File: config.mk
export PLATFORM = sky130hd
export DESIGN_NAME = ocb_overcurrent_count
export DESIGN_NICKNAME = d
export VERILOG_FILES = /design/src/rtl/ocb_pkg.sv /design/src/rtl/ocb_overcurrent_count.sv
export SDC_FILE = /design/constraint.sdc
export NUM_CORES = 1
export LEC_CHECK = 0
export ABC_AREA = 1
export BUFFER_PORTS_ARGS = -buffer_cell sky130_fd_sc_hd__clkbuf_2
export CORE_ASPECT_RATIO = 1.2
export CORE_MARGIN = 3
export CORE_UTILIZATION = 45
export DETAILED_ROUTE_END_ITERATION = 6
export PLACE_DENSITY = 0.79
export SYNTH_ARGS = -nofsm -noshare
export SYNTH_HDL_FRONTEND = slang
export SYNTH_SLANG_ARGS = --single-unit
File: constraint.sdc
create_clock -name core_clk -period 3.2 [get_ports core_clk]
set_input_delay 0 -clock core_clk [delete_from_list [all_inputs] [get_ports core_clk]]
set_output_delay 0 -clock core_clk [all_outputs]
set_load 0.05 [all_outputs]
File: src/rtl/ocb_pkg.sv
// Package: register map, field layout and carriers for the overcurrent count block
package ocb_pkg;

  // Register byte offsets (printed offsets are not all word aligned: kept as indices)
  localparam logic [7:0] OCB_IDX_COMP  = 8'hA0;
  localparam logic [7:0] OCB_IDX_CNTST = 8'hD2;
  localparam logic [7:0] OCB_IDX_BLANK = 8'hD6;
  localparam logic [7:0] OCB_IDX_FAULT = 8'hD7;
  localparam logic [7:0] OCB_IDX_PWMC  = 8'hE0;
  localparam logic [9:0] OCB_ADDR_COMP  = {OCB_IDX_COMP, 2'b00};
  localparam logic [9:0] OCB_ADDR_CNTST = {OCB_IDX_CNTST, 2'b00};
  localparam logic [9:0] OCB_ADDR_BLANK = {OCB_IDX_BLANK, 2'b00};
  localparam logic [9:0] OCB_ADDR_FAULT = {OCB_IDX_FAULT, 2'b00};
  localparam logic [9:0] OCB_ADDR_PWMC  = {OCB_IDX_PWMC, 2'b00};

  // Field positions
  localparam int OCB_COMP_EN_BIT   = 7;
  localparam int OCB_COMP_EVT_BIT  = 6;
  localparam int OCB_THR_LSB       = 2;
  localparam int OCB_HYS_LSB       = 0;
  localparam int OCB_BLK_CODE_LSB  = 6;
  localparam int OCB_FLT_FLAG_BIT  = 7;
  localparam int OCB_PWMC_BYP_BIT  = 0;

  // Reset values
  localparam logic [7:0] OCB_RST_COMP  = 8'h00;
  localparam logic [7:0] OCB_RST_BLANK = 8'h00;
  localparam logic [6:0] OCB_RST_LIMIT = 7'h7F;
  localparam logic [6:0] OCB_RST_COUNT = 7'h00;
  localparam logic       OCB_RST_BYP   = 1'b0;

  // Blanking lengths in PWM clock cycles per code
  localparam logic [4:0] OCB_BLK_LEN0 = 5'h00;
  localparam logic [4:0] OCB_BLK_LEN1 = 5'h04;
  localparam logic [4:0] OCB_BLK_LEN2 = 5'h08;
  localparam logic [4:0] OCB_BLK_LEN3 = 5'h10;

  localparam int OCB_PHASES = 6;

  // Analog settings carried to comparator and DAC
  typedef struct packed {
    logic       enable;
    logic [3:0] thresholdCode;
    logic [1:0] hysteresisCode;
  } ocb_analog_t;

  // Timing inputs from the PWM generator
  typedef struct packed {
    logic                  cycleEnd;
    logic [OCB_PHASES-1:0] phaseOutput;
  } ocb_pwm_t;

endpackage : ocb_pkg

File: src/rtl/ocb_overcurrent_count.sv
// Overcurrent count, leading-edge blanking and APB registers
`timescale 1ns/1ns
//
// Summary of operation
// - Count consecutive limited cycles, 7-bit, versus limit
// - Raise fault when count reaches limit
// - Fault flag when limit field equals count
// - Count readable anytime without disturbing it
// - Normal cycle end clears counter
// - Normal cycle interrupting run clears at end
// - Limit 15 faults on sixteenth event only
// - At limit reset count, start bypass if enabled
// - Bypass enable zero blocks automatic shutdown
// - Comparator control bit 7 enables comparator
// - Bit 6 shows limit cycle in progress
// - Bits 5-2 threshold code, 50 to 800 mV
// - Blanking code bits 7-6: 0/4/8/16 cycles
// - Status bits 6-0 count, bit 7 zero
// - Fault bit 7 reads fault active
// - Limit field writable, resets to all ones
// - Over threshold truncates phase, flags event
// - Selected phase rising edge starts blanking
// - Comparator ignored while blanking
module ocb_overcurrent_count
  import ocb_pkg::*;
(
  // Clock and reset
  input  wire logic        core_clk,
  input  wire logic        sys_rst,
  // APB slave
  input  wire logic        psel,
  input  wire logic        penable,
  input  wire logic        pwrite,
  input  wire logic [11:0] paddr,
  input  wire logic [31:0] pwdata,
  output logic             pready,
  output logic [31:0]      prdata,
  output logic             pslverr,
  // Analog comparator and PWM generator
  input  wire logic        peakSenseInput,
  input  wire ocb_pwm_t    pwmIn,
  output ocb_analog_t      analogCfg,
  output logic             phaseTruncate,
  output logic             bypassStart,
  output logic             overcurrentFaultFlag
);

  ////////////////////////////////////////////////////////////////////////////
  // Input synchronisers
  logic peakMeta_r, peakSync_r;
  logic [OCB_PHASES:0] pwmMeta_r, pwmSync_r;
  always_ff @(posedge core_clk or posedge sys_rst)
  begin
    if (sys_rst)
    begin
      peakMeta_r <= 1'b0;
      peakSync_r <= 1'b0;
      pwmMeta_r  <= '0;
      pwmSync_r  <= '0;
    end
    else
    begin
      peakMeta_r <= peakSenseInput;
      peakSync_r <= peakMeta_r;
      pwmMeta_r  <= pwmIn;
      pwmSync_r  <= pwmMeta_r;
    end
  end

  wire ocb_pwm_t pwmS = pwmSync_r;
  logic [OCB_PHASES-1:0] phasePrev_r;

  ////////////////////////////////////////////////////////////////////////////
  // Registers
  logic [7:0] compCtrl_r;
  logic [7:0] blankCtrl_r;
  logic [6:0] faultLimit_r;
  logic       hwBypassEnable_r;
  logic [6:0] limitCount_r;
  logic [6:0] limitCount_nxt;
  logic       eventPending_r;
  logic       fault_r;
  logic [4:0] blankCnt_r;
  logic [4:0] blankCnt_nxt;

  wire        accessPhase = psel & penable;
  wire        wrEn        = accessPhase & pwrite;
  wire        selComp     = paddr[11:2] == {2'b00, OCB_IDX_COMP};
  wire        selCntSt    = paddr[11:2] == {2'b00, OCB_IDX_CNTST};
  wire        selBlank    = paddr[11:2] == {2'b00, OCB_IDX_BLANK};
  wire        selFault    = paddr[11:2] == {2'b00, OCB_IDX_FAULT};
  wire        selPwmc     = paddr[11:2] == {2'b00, OCB_IDX_PWMC};
  wire        selAny      = selComp | selCntSt | selBlank | selFault | selPwmc;

  ////////////////////////////////////////////////////////////////////////////
  // Blanking and comparator qualification
  wire [OCB_PHASES-1:0] phaseSel  = blankCtrl_r[OCB_PHASES-1:0];
  wire                  blankTrig = |(phaseSel & pwmS.phaseOutput & ~phasePrev_r);
  wire [1:0]            blkCode   = blankCtrl_r[OCB_BLK_CODE_LSB +: 2];
  wire [4:0]            blkLen    = (blkCode == 2'b00) ? OCB_BLK_LEN0 :
                                    (blkCode == 2'b01) ? OCB_BLK_LEN1 :
                                    (blkCode == 2'b10) ? OCB_BLK_LEN2 : OCB_BLK_LEN3;
  wire                  blanking  = blankTrig ? (blkLen != 5'h00) : (blankCnt_r != 5'h00);
  wire                  compEn    = compCtrl_r[OCB_COMP_EN_BIT];
  wire                  limitHit  = compEn & peakSync_r & ~blanking;
  wire                  cycLimited = eventPending_r | limitHit;
  wire [6:0]            countInc  = limitCount_r + 7'h01;
  wire                  reachLim  = pwmS.cycleEnd & cycLimited &
                                    (limitCount_r == faultLimit_r);

  always_comb
  begin
    blankCnt_nxt = blankCnt_r;
    if (blankTrig)
      blankCnt_nxt = (blkLen == 5'h00) ? 5'h00 : 5'(blkLen - 5'h01);
    else if (blankCnt_r != 5'h00)
      blankCnt_nxt = 5'(blankCnt_r - 5'h01);
  end

  // Counter: limit of N faults on the (N+1)th limited cycle
  always_comb
  begin
    limitCount_nxt = limitCount_r;
    if (pwmS.cycleEnd)
    begin
      if (!cycLimited)
        limitCount_nxt = OCB_RST_COUNT;
      else if (reachLim)
        limitCount_nxt = OCB_RST_COUNT;
      else
        limitCount_nxt = countInc;
    end
  end

  ////////////////////////////////////////////////////////////////////////////
  // State
  // Edge detector and blanking timer
  always_ff @(posedge core_clk or posedge sys_rst)
  begin
    if (sys_rst)
    begin
      phasePrev_r <= '0;
      blankCnt_r  <= 5'h00;
    end
    else
    begin
      phasePrev_r <= pwmS.phaseOutput;
      blankCnt_r  <= blankCnt_nxt;
    end
  end

  // Limit event remembered until the cycle ends
  always_ff @(posedge core_clk or posedge sys_rst)
  begin
    if (sys_rst)
      eventPending_r <= 1'b0;
    else
      eventPending_r <= pwmS.cycleEnd ? 1'b0 : cycLimited;
  end

  // Consecutive counter
  always_ff @(posedge core_clk or posedge sys_rst)
  begin
    if (sys_rst)
      limitCount_r <= OCB_RST_COUNT;
    else
      limitCount_r <= limitCount_nxt;
  end

  // Fault stays until the next cycle end; set wins over clear
  always_ff @(posedge core_clk or posedge sys_rst)
  begin
    if (sys_rst)
      fault_r <= 1'b0;
    else if (reachLim)
      fault_r <= 1'b1;
    else if (pwmS.cycleEnd)
      fault_r <= 1'b0;
  end

  // Software registers; bit 6 of comparator control is status only
  always_ff @(posedge core_clk or posedge sys_rst)
  begin
    if (sys_rst)
      compCtrl_r <= OCB_RST_COMP;
    else if (wrEn && selComp)
      compCtrl_r <= {pwdata[7], 1'b0, pwdata[5:0]};
  end

  always_ff @(posedge core_clk or posedge sys_rst)
  begin
    if (sys_rst)
      blankCtrl_r <= OCB_RST_BLANK;
    else if (wrEn && selBlank)
      blankCtrl_r <= pwdata[7:0];
  end

  always_ff @(posedge core_clk or posedge sys_rst)
  begin
    if (sys_rst)
      faultLimit_r <= OCB_RST_LIMIT;
    else if (wrEn && selFault)
      faultLimit_r <= pwdata[6:0];
  end

  always_ff @(posedge core_clk or posedge sys_rst)
  begin
    if (sys_rst)
      hwBypassEnable_r <= OCB_RST_BYP;
    else if (wrEn && selPwmc)
      hwBypassEnable_r <= pwdata[OCB_PWMC_BYP_BIT];
  end

  ////////////////////////////////////////////////////////////////////////////
  // Read mux; reads have no side effects on counting
  wire [7:0] compRd  = {compCtrl_r[7], cycLimited, compCtrl_r[5:0]};
  wire [7:0] cntRd   = {1'b0, limitCount_r};
  wire [7:0] faultRd = {fault_r, faultLimit_r};
  wire [7:0] rdByte  = selComp  ? compRd :
                       selCntSt ? cntRd :
                       selBlank ? blankCtrl_r :
                       selFault ? faultRd :
                       selPwmc  ? {7'h00, hwBypassEnable_r} : 8'h00;

  // Zero-wait-state slave: ready in the first access-phase cycle
  always_ff @(posedge core_clk or posedge sys_rst)
  begin
    if (sys_rst)
    begin
      pready  <= 1'b0;
      prdata  <= 32'h0000_0000;
      pslverr <= 1'b0;
    end
    else
    begin
      pready  <= psel & ~penable;
      prdata  <= {24'h000000, rdByte};
      pslverr <= psel & ~penable & ~selAny;
    end
  end

  // Analog settings from flops, so the pins never glitch on a write
  always_ff @(posedge core_clk or posedge sys_rst)
  begin
    if (sys_rst)
      analogCfg <= '0;
    else
      analogCfg <= {compEn, compCtrl_r[OCB_THR_LSB +: 4],
                    compCtrl_r[OCB_HYS_LSB +: 2]};
  end

  // Event outputs
  always_ff @(posedge core_clk or posedge sys_rst)
  begin
    if (sys_rst)
    begin
      phaseTruncate        <= 1'b0;
      bypassStart          <= 1'b0;
      overcurrentFaultFlag <= 1'b0;
    end
    else
    begin
      phaseTruncate        <= limitHit;
      bypassStart          <= reachLim & hwBypassEnable_r;
      overcurrentFaultFlag <= reachLim | (fault_r & ~pwmS.cycleEnd);
    end
  end

  ////////////////////////////////////////////////////////////////////////////
  // Assertions
  AST_COUNT_CLEAR: assert property (@(posedge core_clk) disable iff (sys_rst)
    pwmS.cycleEnd && !cycLimited |=> limitCount_r == 7'h00)
    else $error("count not cleared on normal cycle");
  AST_COUNT_INC: assert property (@(posedge core_clk) disable iff (sys_rst)
    pwmS.cycleEnd && cycLimited && !reachLim |=> limitCount_r == $past(limitCount_r) + 7'h01)
    else $error("count did not advance");
  AST_LIMIT_RESET: assert property (@(posedge core_clk) disable iff (sys_rst)
    reachLim |=> limitCount_r == 7'h00 && fault_r)
    else $error("limit did not reset count");
  AST_BYPASS: assert property (@(posedge core_clk) disable iff (sys_rst)
    bypassStart |-> $past(hwBypassEnable_r) && $past(reachLim))
    else $error("bypass without enable");
  AST_BLANK: assert property (@(posedge core_clk) disable iff (sys_rst)
    blanking |-> !limitHit)
    else $error("event during blanking");
  AST_COMP_OFF: assert property (@(posedge core_clk) disable iff (sys_rst)
    !compEn |=> !phaseTruncate)
    else $error("event with comparator off");
  AST_FAULT_RD: assert property (@(posedge core_clk) disable iff (sys_rst)
    overcurrentFaultFlag |-> $past(reachLim) || $past(fault_r))
    else $error("fault flag without cause");
  AST_STATUS_B7: assert property (@(posedge core_clk) disable iff (sys_rst)
    pready && $past(selCntSt) |-> prdata[7] == 1'b0)
    else $error("status bit 7 nonzero");

  AST_FAULT_AT_LIMIT: assert property (@(posedge core_clk) disable iff (sys_rst)
    reachLim |-> limitCount_r == faultLimit_r)
    else $error("fault below limit");

  AST_FAULT_FLAG: assert property (@(posedge core_clk) disable iff (sys_rst)
    reachLim |=> overcurrentFaultFlag)
    else $error("fault flag missing at limit");

  AST_FAULT_HOLD: assert property (@(posedge core_clk) disable iff (sys_rst)
    fault_r && !pwmS.cycleEnd |=> fault_r)
    else $error("fault dropped inside cycle");

  AST_NORMAL_NO_FAULT: assert property (@(posedge core_clk) disable iff (sys_rst)
    pwmS.cycleEnd && !cycLimited |=> !fault_r)
    else $error("fault kept after normal cycle");

  AST_COUNT_HOLD: assert property (@(posedge core_clk) disable iff (sys_rst)
    !pwmS.cycleEnd |=> $stable(limitCount_r))
    else $error("count moved inside cycle");

  AST_BYPASS_EN: assert property (@(posedge core_clk) disable iff (sys_rst)
    reachLim && hwBypassEnable_r |=> bypassStart)
    else $error("bypass not started");

  AST_NO_BYPASS: assert property (@(posedge core_clk) disable iff (sys_rst)
    !hwBypassEnable_r |=> !bypassStart)
    else $error("bypass while disabled");

  AST_COMP_STATUS: assert property (@(posedge core_clk) disable iff (sys_rst)
    pready && $past(selComp) |-> prdata[6] == $past(cycLimited))
    else $error("limit status bit wrong");

  AST_CFG_MIRROR: assert property (@(posedge core_clk) disable iff (sys_rst)
    1'b1 |=> analogCfg.thresholdCode == $past(compCtrl_r[5:2]) &&
             analogCfg.hysteresisCode == $past(compCtrl_r[1:0]))
    else $error("analog settings wrong");

  AST_BLANK_LOAD16: assert property (@(posedge core_clk) disable iff (sys_rst)
    blankTrig && blkCode == 2'b11 |=> blankCnt_r == 5'h0F)
    else $error("blank 16 length wrong");

  AST_BLANK_LOAD8: assert property (@(posedge core_clk) disable iff (sys_rst)
    blankTrig && blkCode == 2'b10 |=> blankCnt_r == 5'h07)
    else $error("blank 8 length wrong");

  AST_BLANK_LOAD4: assert property (@(posedge core_clk) disable iff (sys_rst)
    blankTrig && blkCode == 2'b01 |=> blankCnt_r == 5'h03)
    else $error("blank 4 length wrong");

  AST_BLANK_ZERO: assert property (@(posedge core_clk) disable iff (sys_rst)
    blankTrig && blkCode == 2'b00 && blankCnt_r == 5'h00 |-> !blanking)
    else $error("blank with zero code");

  AST_LIMIT_WRITE: assert property (@(posedge core_clk) disable iff (sys_rst)
    wrEn && selFault |=> faultLimit_r == $past(pwdata[6:0]))
    else $error("limit write lost");

  AST_RD_COUNT: assert property (@(posedge core_clk) disable iff (sys_rst)
    pready && $past(selCntSt) |-> prdata[6:0] == $past(limitCount_r))
    else $error("count read wrong");

  AST_EVT_TRUNC: assert property (@(posedge core_clk) disable iff (sys_rst)
    limitHit |=> phaseTruncate)
    else $error("event did not truncate");

  AST_NO_EVENT_OFF: assert property (@(posedge core_clk) disable iff (sys_rst)
    !compEn |-> !limitHit)
    else $error("event while disabled");

  AST_FAULT_BIT_RD: assert property (@(posedge core_clk) disable iff (sys_rst)
    pready && $past(selFault) |-> prdata[7] == $past(fault_r))
    else $error("fault bit read wrong");

  COV_FAULT: cover property (@(posedge core_clk) reachLim);
  COV_BYPASS: cover property (@(posedge core_clk) bypassStart);
  COV_BREAK: cover property (@(posedge core_clk)
    pwmS.cycleEnd && !cycLimited && limitCount_r != 7'h00);
  COV_BLANKED_PEAK: cover property (@(posedge core_clk)
    blanking && peakSync_r && compEn);
  COV_NO_BYPASS: cover property (@(posedge core_clk)
    reachLim && !hwBypassEnable_r);

endmodule : ocb_overcurrent_count

After elaboration in Yosys (flattened, before gate mapping)
Cells that the tools add are included.
{"block": "totals", "mem_count": 0, "word_cells": 84, "latchBits": 0, "romBits": 0, "ram_bits": 0, "register_bits": 79, "output_inout_bits": 44, "input_bits": 57}
{"block": "op_classes", "addsub": 3, "n_reduce_logical": 11, "n_lt_le_gt_ge": 0, "n_mux": 17, "n_eq_ne": 8, "bitwise_logic": 23, "shifts": 0, "n_mul": 0, "n_div": 0}
{"cell": "$eq 10x8->1 const B", "count": 5}
{"cell": "$mux 8", "count": 4}
{"cell": "$mux 5", "count": 6}
{"cell": "$mux 7", "count": 2}
{"cell": "$and 6x6->6", "count": 2}
{"cell": "$and 1x1->1", "count": 10}
{"cell": "$reduce_bool 5->1", "count": 2}
{"cell": "$sub 5x1->5 const B", "count": 2}
{"cell": "$add 7x1->7 const B", "count": 1}
{"cell": "$eq 7x7->1", "count": 1}
{"cell": "$not 6->6", "count": 1}
{"cell": "$or 1x1->1", "count": 6}
{"cell": "$reduce_or 6->1", "count": 1}
{"cell": "$logic_not 5->1", "count": 1}
{"cell": "$mux 1", "count": 5}
{"cell": "$logic_and 1x1->1", "count": 4}
{"cell": "$not 1->1", "count": 4}
{"cell": "$reduce_bool 2->1", "count": 2}
{"cell": "$eq 2x1->1 const B", "count": 1}
{"cell": "$eq 2x2->1 const B", "count": 1}
{"cell": "$logic_not 2->1", "count": 1}

Logic depth before layout (Yosys ltp)
{"block": "depth", "depth_word": 13, "depth_mapped": 10, "mapped_depth_nobuf": 10}

Least setup slack after synthesis
OpenSTA, ideal clock, no wires.
{"block": "synth_timing", "path_type": "register to register", "startpoint": "reg blankCnt_r[0]", "endpoint": "reg bypassStart", "path_stages_with_launch": 9, "path_buffers": 0, "setup_ps": 73, "t_required_ps": 3127, "arrival_time_ps": 1288, "synth_period_minus_slack_ps": 1361, "setup_slack_ps": 1839, "cell_sequence": "dfrtp_1 inv_1 ha_1 nand3_1 nand3_1 nand3_1 nand2_2 nand3_1 nor2_1"}
{"block": "synth_between", "elab_chain_len": 8}
{"element": "from (decl)", "line_no": "ocb_overcurrent_count.sv:83", "text": "logic [4:0] blankCnt_r;"}
{"element": "from (signal assigned)", "line_no": "ocb_overcurrent_count.sv:148", "text": "blankCnt_r <= blankCnt_nxt;"}
{"element": "$reduce_bool 5->1", "line_no": "ocb_overcurrent_count.sv:103", "text": "wire blanking = blankTrig ? (blkLen != 5'h00) : (blankCnt_r != 5'h00);"}
{"element": "$mux 1", "line_no": "ocb_overcurrent_count.sv:103"}
{"element": "$not 1->1", "line_no": "ocb_overcurrent_count.sv:105", "text": "wire limitHit = compEn & peakSync_r & ~blanking;"}
{"element": "$and 1x1->1", "line_no": "ocb_overcurrent_count.sv:105"}
{"element": "$or 1x1->1", "line_no": "ocb_overcurrent_count.sv:106", "text": "wire cycLimited = eventPending_r | limitHit;"}
{"element": "$and 1x1->1 (2 in a row)", "line_no": "ocb_overcurrent_count.sv:108", "text": "wire reachLim = pwmS.cycleEnd & cycLimited &"}
{"element": "$and 1x1->1", "line_no": "ocb_overcurrent_count.sv:264", "text": "bypassStart <= reachLim & hwBypassEnable_r;"}
{"element": "to (signal assigned)", "line_no": "ocb_overcurrent_count.sv:264"}
{"element": "to (decl)", "line_no": "ocb_overcurrent_count.sv:44", "text": "output logic bypassStart,"}
No other way between the ends.
A chain may end at the register's enable or synchronous reset.

Final worst setup path
Ends and elaborated chain as after synthesis.

==> impl_metrics.json <==
{
  "final_antenna_net_count": 0,
  "cts_root_buf": "clkbuf_8",
  "synth_top_area_share_pct": 49.3,
  "p_leak_nw": 2.28,
  "gr-total-overflow": 0,
  "htree_levels": 3,
  "clkSinkCount": 79,
  "slowest_delay_ns": 0.41,
  "rsz0062_at_grt": "no",
  "grt_pass1_vias": 2640,
  "synth-adder-area-share_pct": 1.03,
  "yosys.area.top_type": "dfrtp_1",
  "start_util_pct": 46.9,
  "wl_per_cell_um": 12.8,
  "synth_top_family_by_area": "simple AND/OR/NAND/NOR gates",
  "setup.worst_path.class": "flop to flop",
  "cp_max_fo": 9,
  "fin_nets": 525,
  "timing_worst_slew_pin_value_ns": 0.696,
  "grt_max_degree": 35,
  "cts_buffers": 9,
  "die_x_um": 88.3,
  "drt_drc_violations_left": 0,
  "p_int_w": 0.00153,
  "powerDensity_nw_per_um2": 502,
  "synthesis.area_um2": 3650,
  "path_cells": "inv_1 -> ha_1 -> nand3_1 -> nand3_1 -> nand3_1 -> nand2_2 -> nand3_1 -> nor2_1",
  "min_period_ns": 1.71,
  "relSlewSlack_pct": 53.5,
  "drv_cap": 0,
  "synth-xor-area-share_pct": 2.88,
  "power_switching_w": 0.000631,
  "finalSetupViolations": 0,
  "postCtsSetupBuffers": 0,
  "antenna_found_initial": 0,
  "drive_above_1_share_pct": 24.7,
  "dieArea_um2": 9240,
  "worst-path-buf-inv": 1,
  "syn_avg_cell_area_um2": 9.42,
  "cp-end-kind": "flop",
  "die_h_um": 105,
  "fp-row-count": 35,
  "final_max_slew_viol_count": 0,
  "cpMostUsedCell": "nand3_1",
  "min_path_type": "primary input to flop",
  "n_antenna_cell": 0,
  "clk_pin_slew_ns": 0.09,
  "muxShareOfSynthArea_pct": 0,
  "swShare_pct": 29.2,
  "worst_path_max_delay_cell": "dfrtp_1",
  "yosysWarnings": 0,
  "drt-total-wl_um": 7200,
  "synthCells": 388,
  "viasPerCell": 4.77,
  "synth_compound_area_share_pct": 8.32,
  "ys_seq_elements": 79,
  "pwr-share-seq_pct": 50.1,
  "clkPwrFrac_pct": 35.7,
  "ys_seq_area_share_pct": 54.3,
  "syn2layout_area_growth_pct": 17.9,
  "dr.pass1.iters": 4,
  "ios": 101,
  "coreArea_um2": 7790,
  "status": "completed",
  "vias": 2680,
  "irDropWorstVdd_mv": 0.256,
  "finalCritPeriodShare_pct": 53.4,
  "clock.fmax_mhz": 585,
  "setup_tns_ns": 0,
  "grt_pass1_wl_um": 12100,
  "drt-initial-drc-count": 149,
  "layout_common_cells": "89 x nand2_1, 72 x dfrtp_1, 50 x clkbuf_2",
  "fin_skew_ns": 0.0106,
  "fill_cells": 674,
  "clk_latency_ns": 0.36,
  "gp_congestion": 0.877,
  "portBuffers": 50,
  "synth_area_leaders": "dfrtp_1 49%, nand2_1 9.1%, dfstp_2 5.0%",
  "fin_util_pct": 55.2,
  "cts_tree": "built",
  "synth-simple-area-share_pct": 22.1,
  "synth.distinct_cells": 35,
  "cp-start-kind": "flop",
  "pwr-share-comb_pct": 14.2,
  "crit_required_ns": 3.49,
  "grtUsageTotal_pct": 17.2,
  "path_delay_family": "simple AND/OR/NAND/NOR gates",
  "critPathArrivalTime_ns": 2.00,
  "dp_hpwl_um": 5240,
  "clk_path_buf_depth": 2,
  "final_common_cell": "nand2_1",
  "hold_viol_final": 0
}
state kept, by name, summed over array words and instances, names as in the netlist, 5 cells and up:
register      cells
pwmMeta_r         7
analogCfg         7
phasePrev_r       6
pwmS              7
blankCtrl_r       8
prdata            8
limitCount_r      7
blankCnt_r        5
compCtrl_r        7
faultLimit_r      7
Yosys cell counts, drive strengths merged:
library cell	number
a21oi	3
buf	28
clkbuf	1
conb	1
dfrtp	72
dfstp	7
ha	3
inv	50
nand2	99
nand3	31
nand3b	1
nand4	4
nor2	34
nor3	3
o2111ai	2
o211a	1
o211ai	1
o21ai	30
o22ai	4
or2	1
xnor2	9
xor2	3
worst reg2reg max path: stages, from the launching register on:
cell     delay (ns)
dfrtp_1        0.41
inv_1          0.10
ha_1           0.16
nand3_1        0.11
nand3_1        0.18
nand3_1        0.22
nand2_2        0.22
nand3_1        0.14
nor2_1         0.12
layout make-up:
type	count	area (um2)	area share [%]
Sequential cell	79	1990	46.1
Timing Repair Buffer	72	465	10.8
Multi-Input combinational cell	253	1340	31.2
Clock buffer	9	124	2.88
Inverter	50	188	4.36
Clock inverter	7	85.1	1.98
Tap cell	92	115	2.67
cell families after synthesis:
logic type,count (synthesis)
other,1
AND/OR/NAND/NOR,173
XOR/XNOR,12
buffers and inverters,79
flip-flops,79
AO/OA/AOI/OAI,41
adder cells (fa/ha/maj),3
metal layers:
layer  GRT usage (%)  up-vias  wire (um)
li1                -     1323          -
met1            20.2     1250       2890
met2            28.7       85       3720
met3            3.79       22        342
met4            8.86        0        244
met5               0        -          0
timing repair:
item | 4_1_cts | 5_1_grt
resized for setup | 0 | 0
hold buffers | 20 | 0
endpoints found under the hold margin | 60 | 0
metrics by stage:
stage	cell area [um2]	cells	worst slack [ns]	hold WS, ns	total power, W
after global placement	3900	526	1.53	0.109	0.00137
after detailed placement	3900	526	1.49	0.110	0.00139
after CTS	4310	562	1.45	0.00519	0.00219
final	4310	562	1.49	0.0103	0.00216
after global routing	4310	562	1.29	0.0546	0.00227
after floorplan	3740	411	1.19	0.0314	0.00135
power groups by stage:
stage | clock network [W] | registers [W] | logic (W)
final | 0.000772 | 0.00108 | 0.000307
after global routing | 0.000835 | 0.00109 | 0.000344
after CTS | 0.000796 | 0.00108 | 0.000310
after detailed placement | 0 | 0.00110 | 0.000291
after global placement | 0 | 0.00110 | 0.000276
after floorplan | 0 | 0.00110 | 0.000247
path summary, 6_finish.rpt:
check	from	endpoint	slack [ns]	cells after the start
setup / recovery	blankCnt_r[0]$_DFFE_PP0P_	bypassStart$_DFF_PP0_	1.49	8
hold / removal	paddr[10]	hwBypassEnable_r$_DFFE_PP0P_	0.01	4
setup reg to reg	blankCnt_r[0]$_DFFE_PP0P_	bypassStart$_DFF_PP0_	1.49	8
hold reg to reg	pwmMeta_r[3]$_DFF_PP0_	pwmS[3]$_DFF_PP0_	0.36	0
max in group asynchronous	sys_rst	blankCnt_r[4]$_DFFE_PP0P_	2.07	4
min in group asynchronous	sys_rst	analogCfg[1]$_DFF_PP0_	0.30	3
Power figures use the tool's default switching activity.
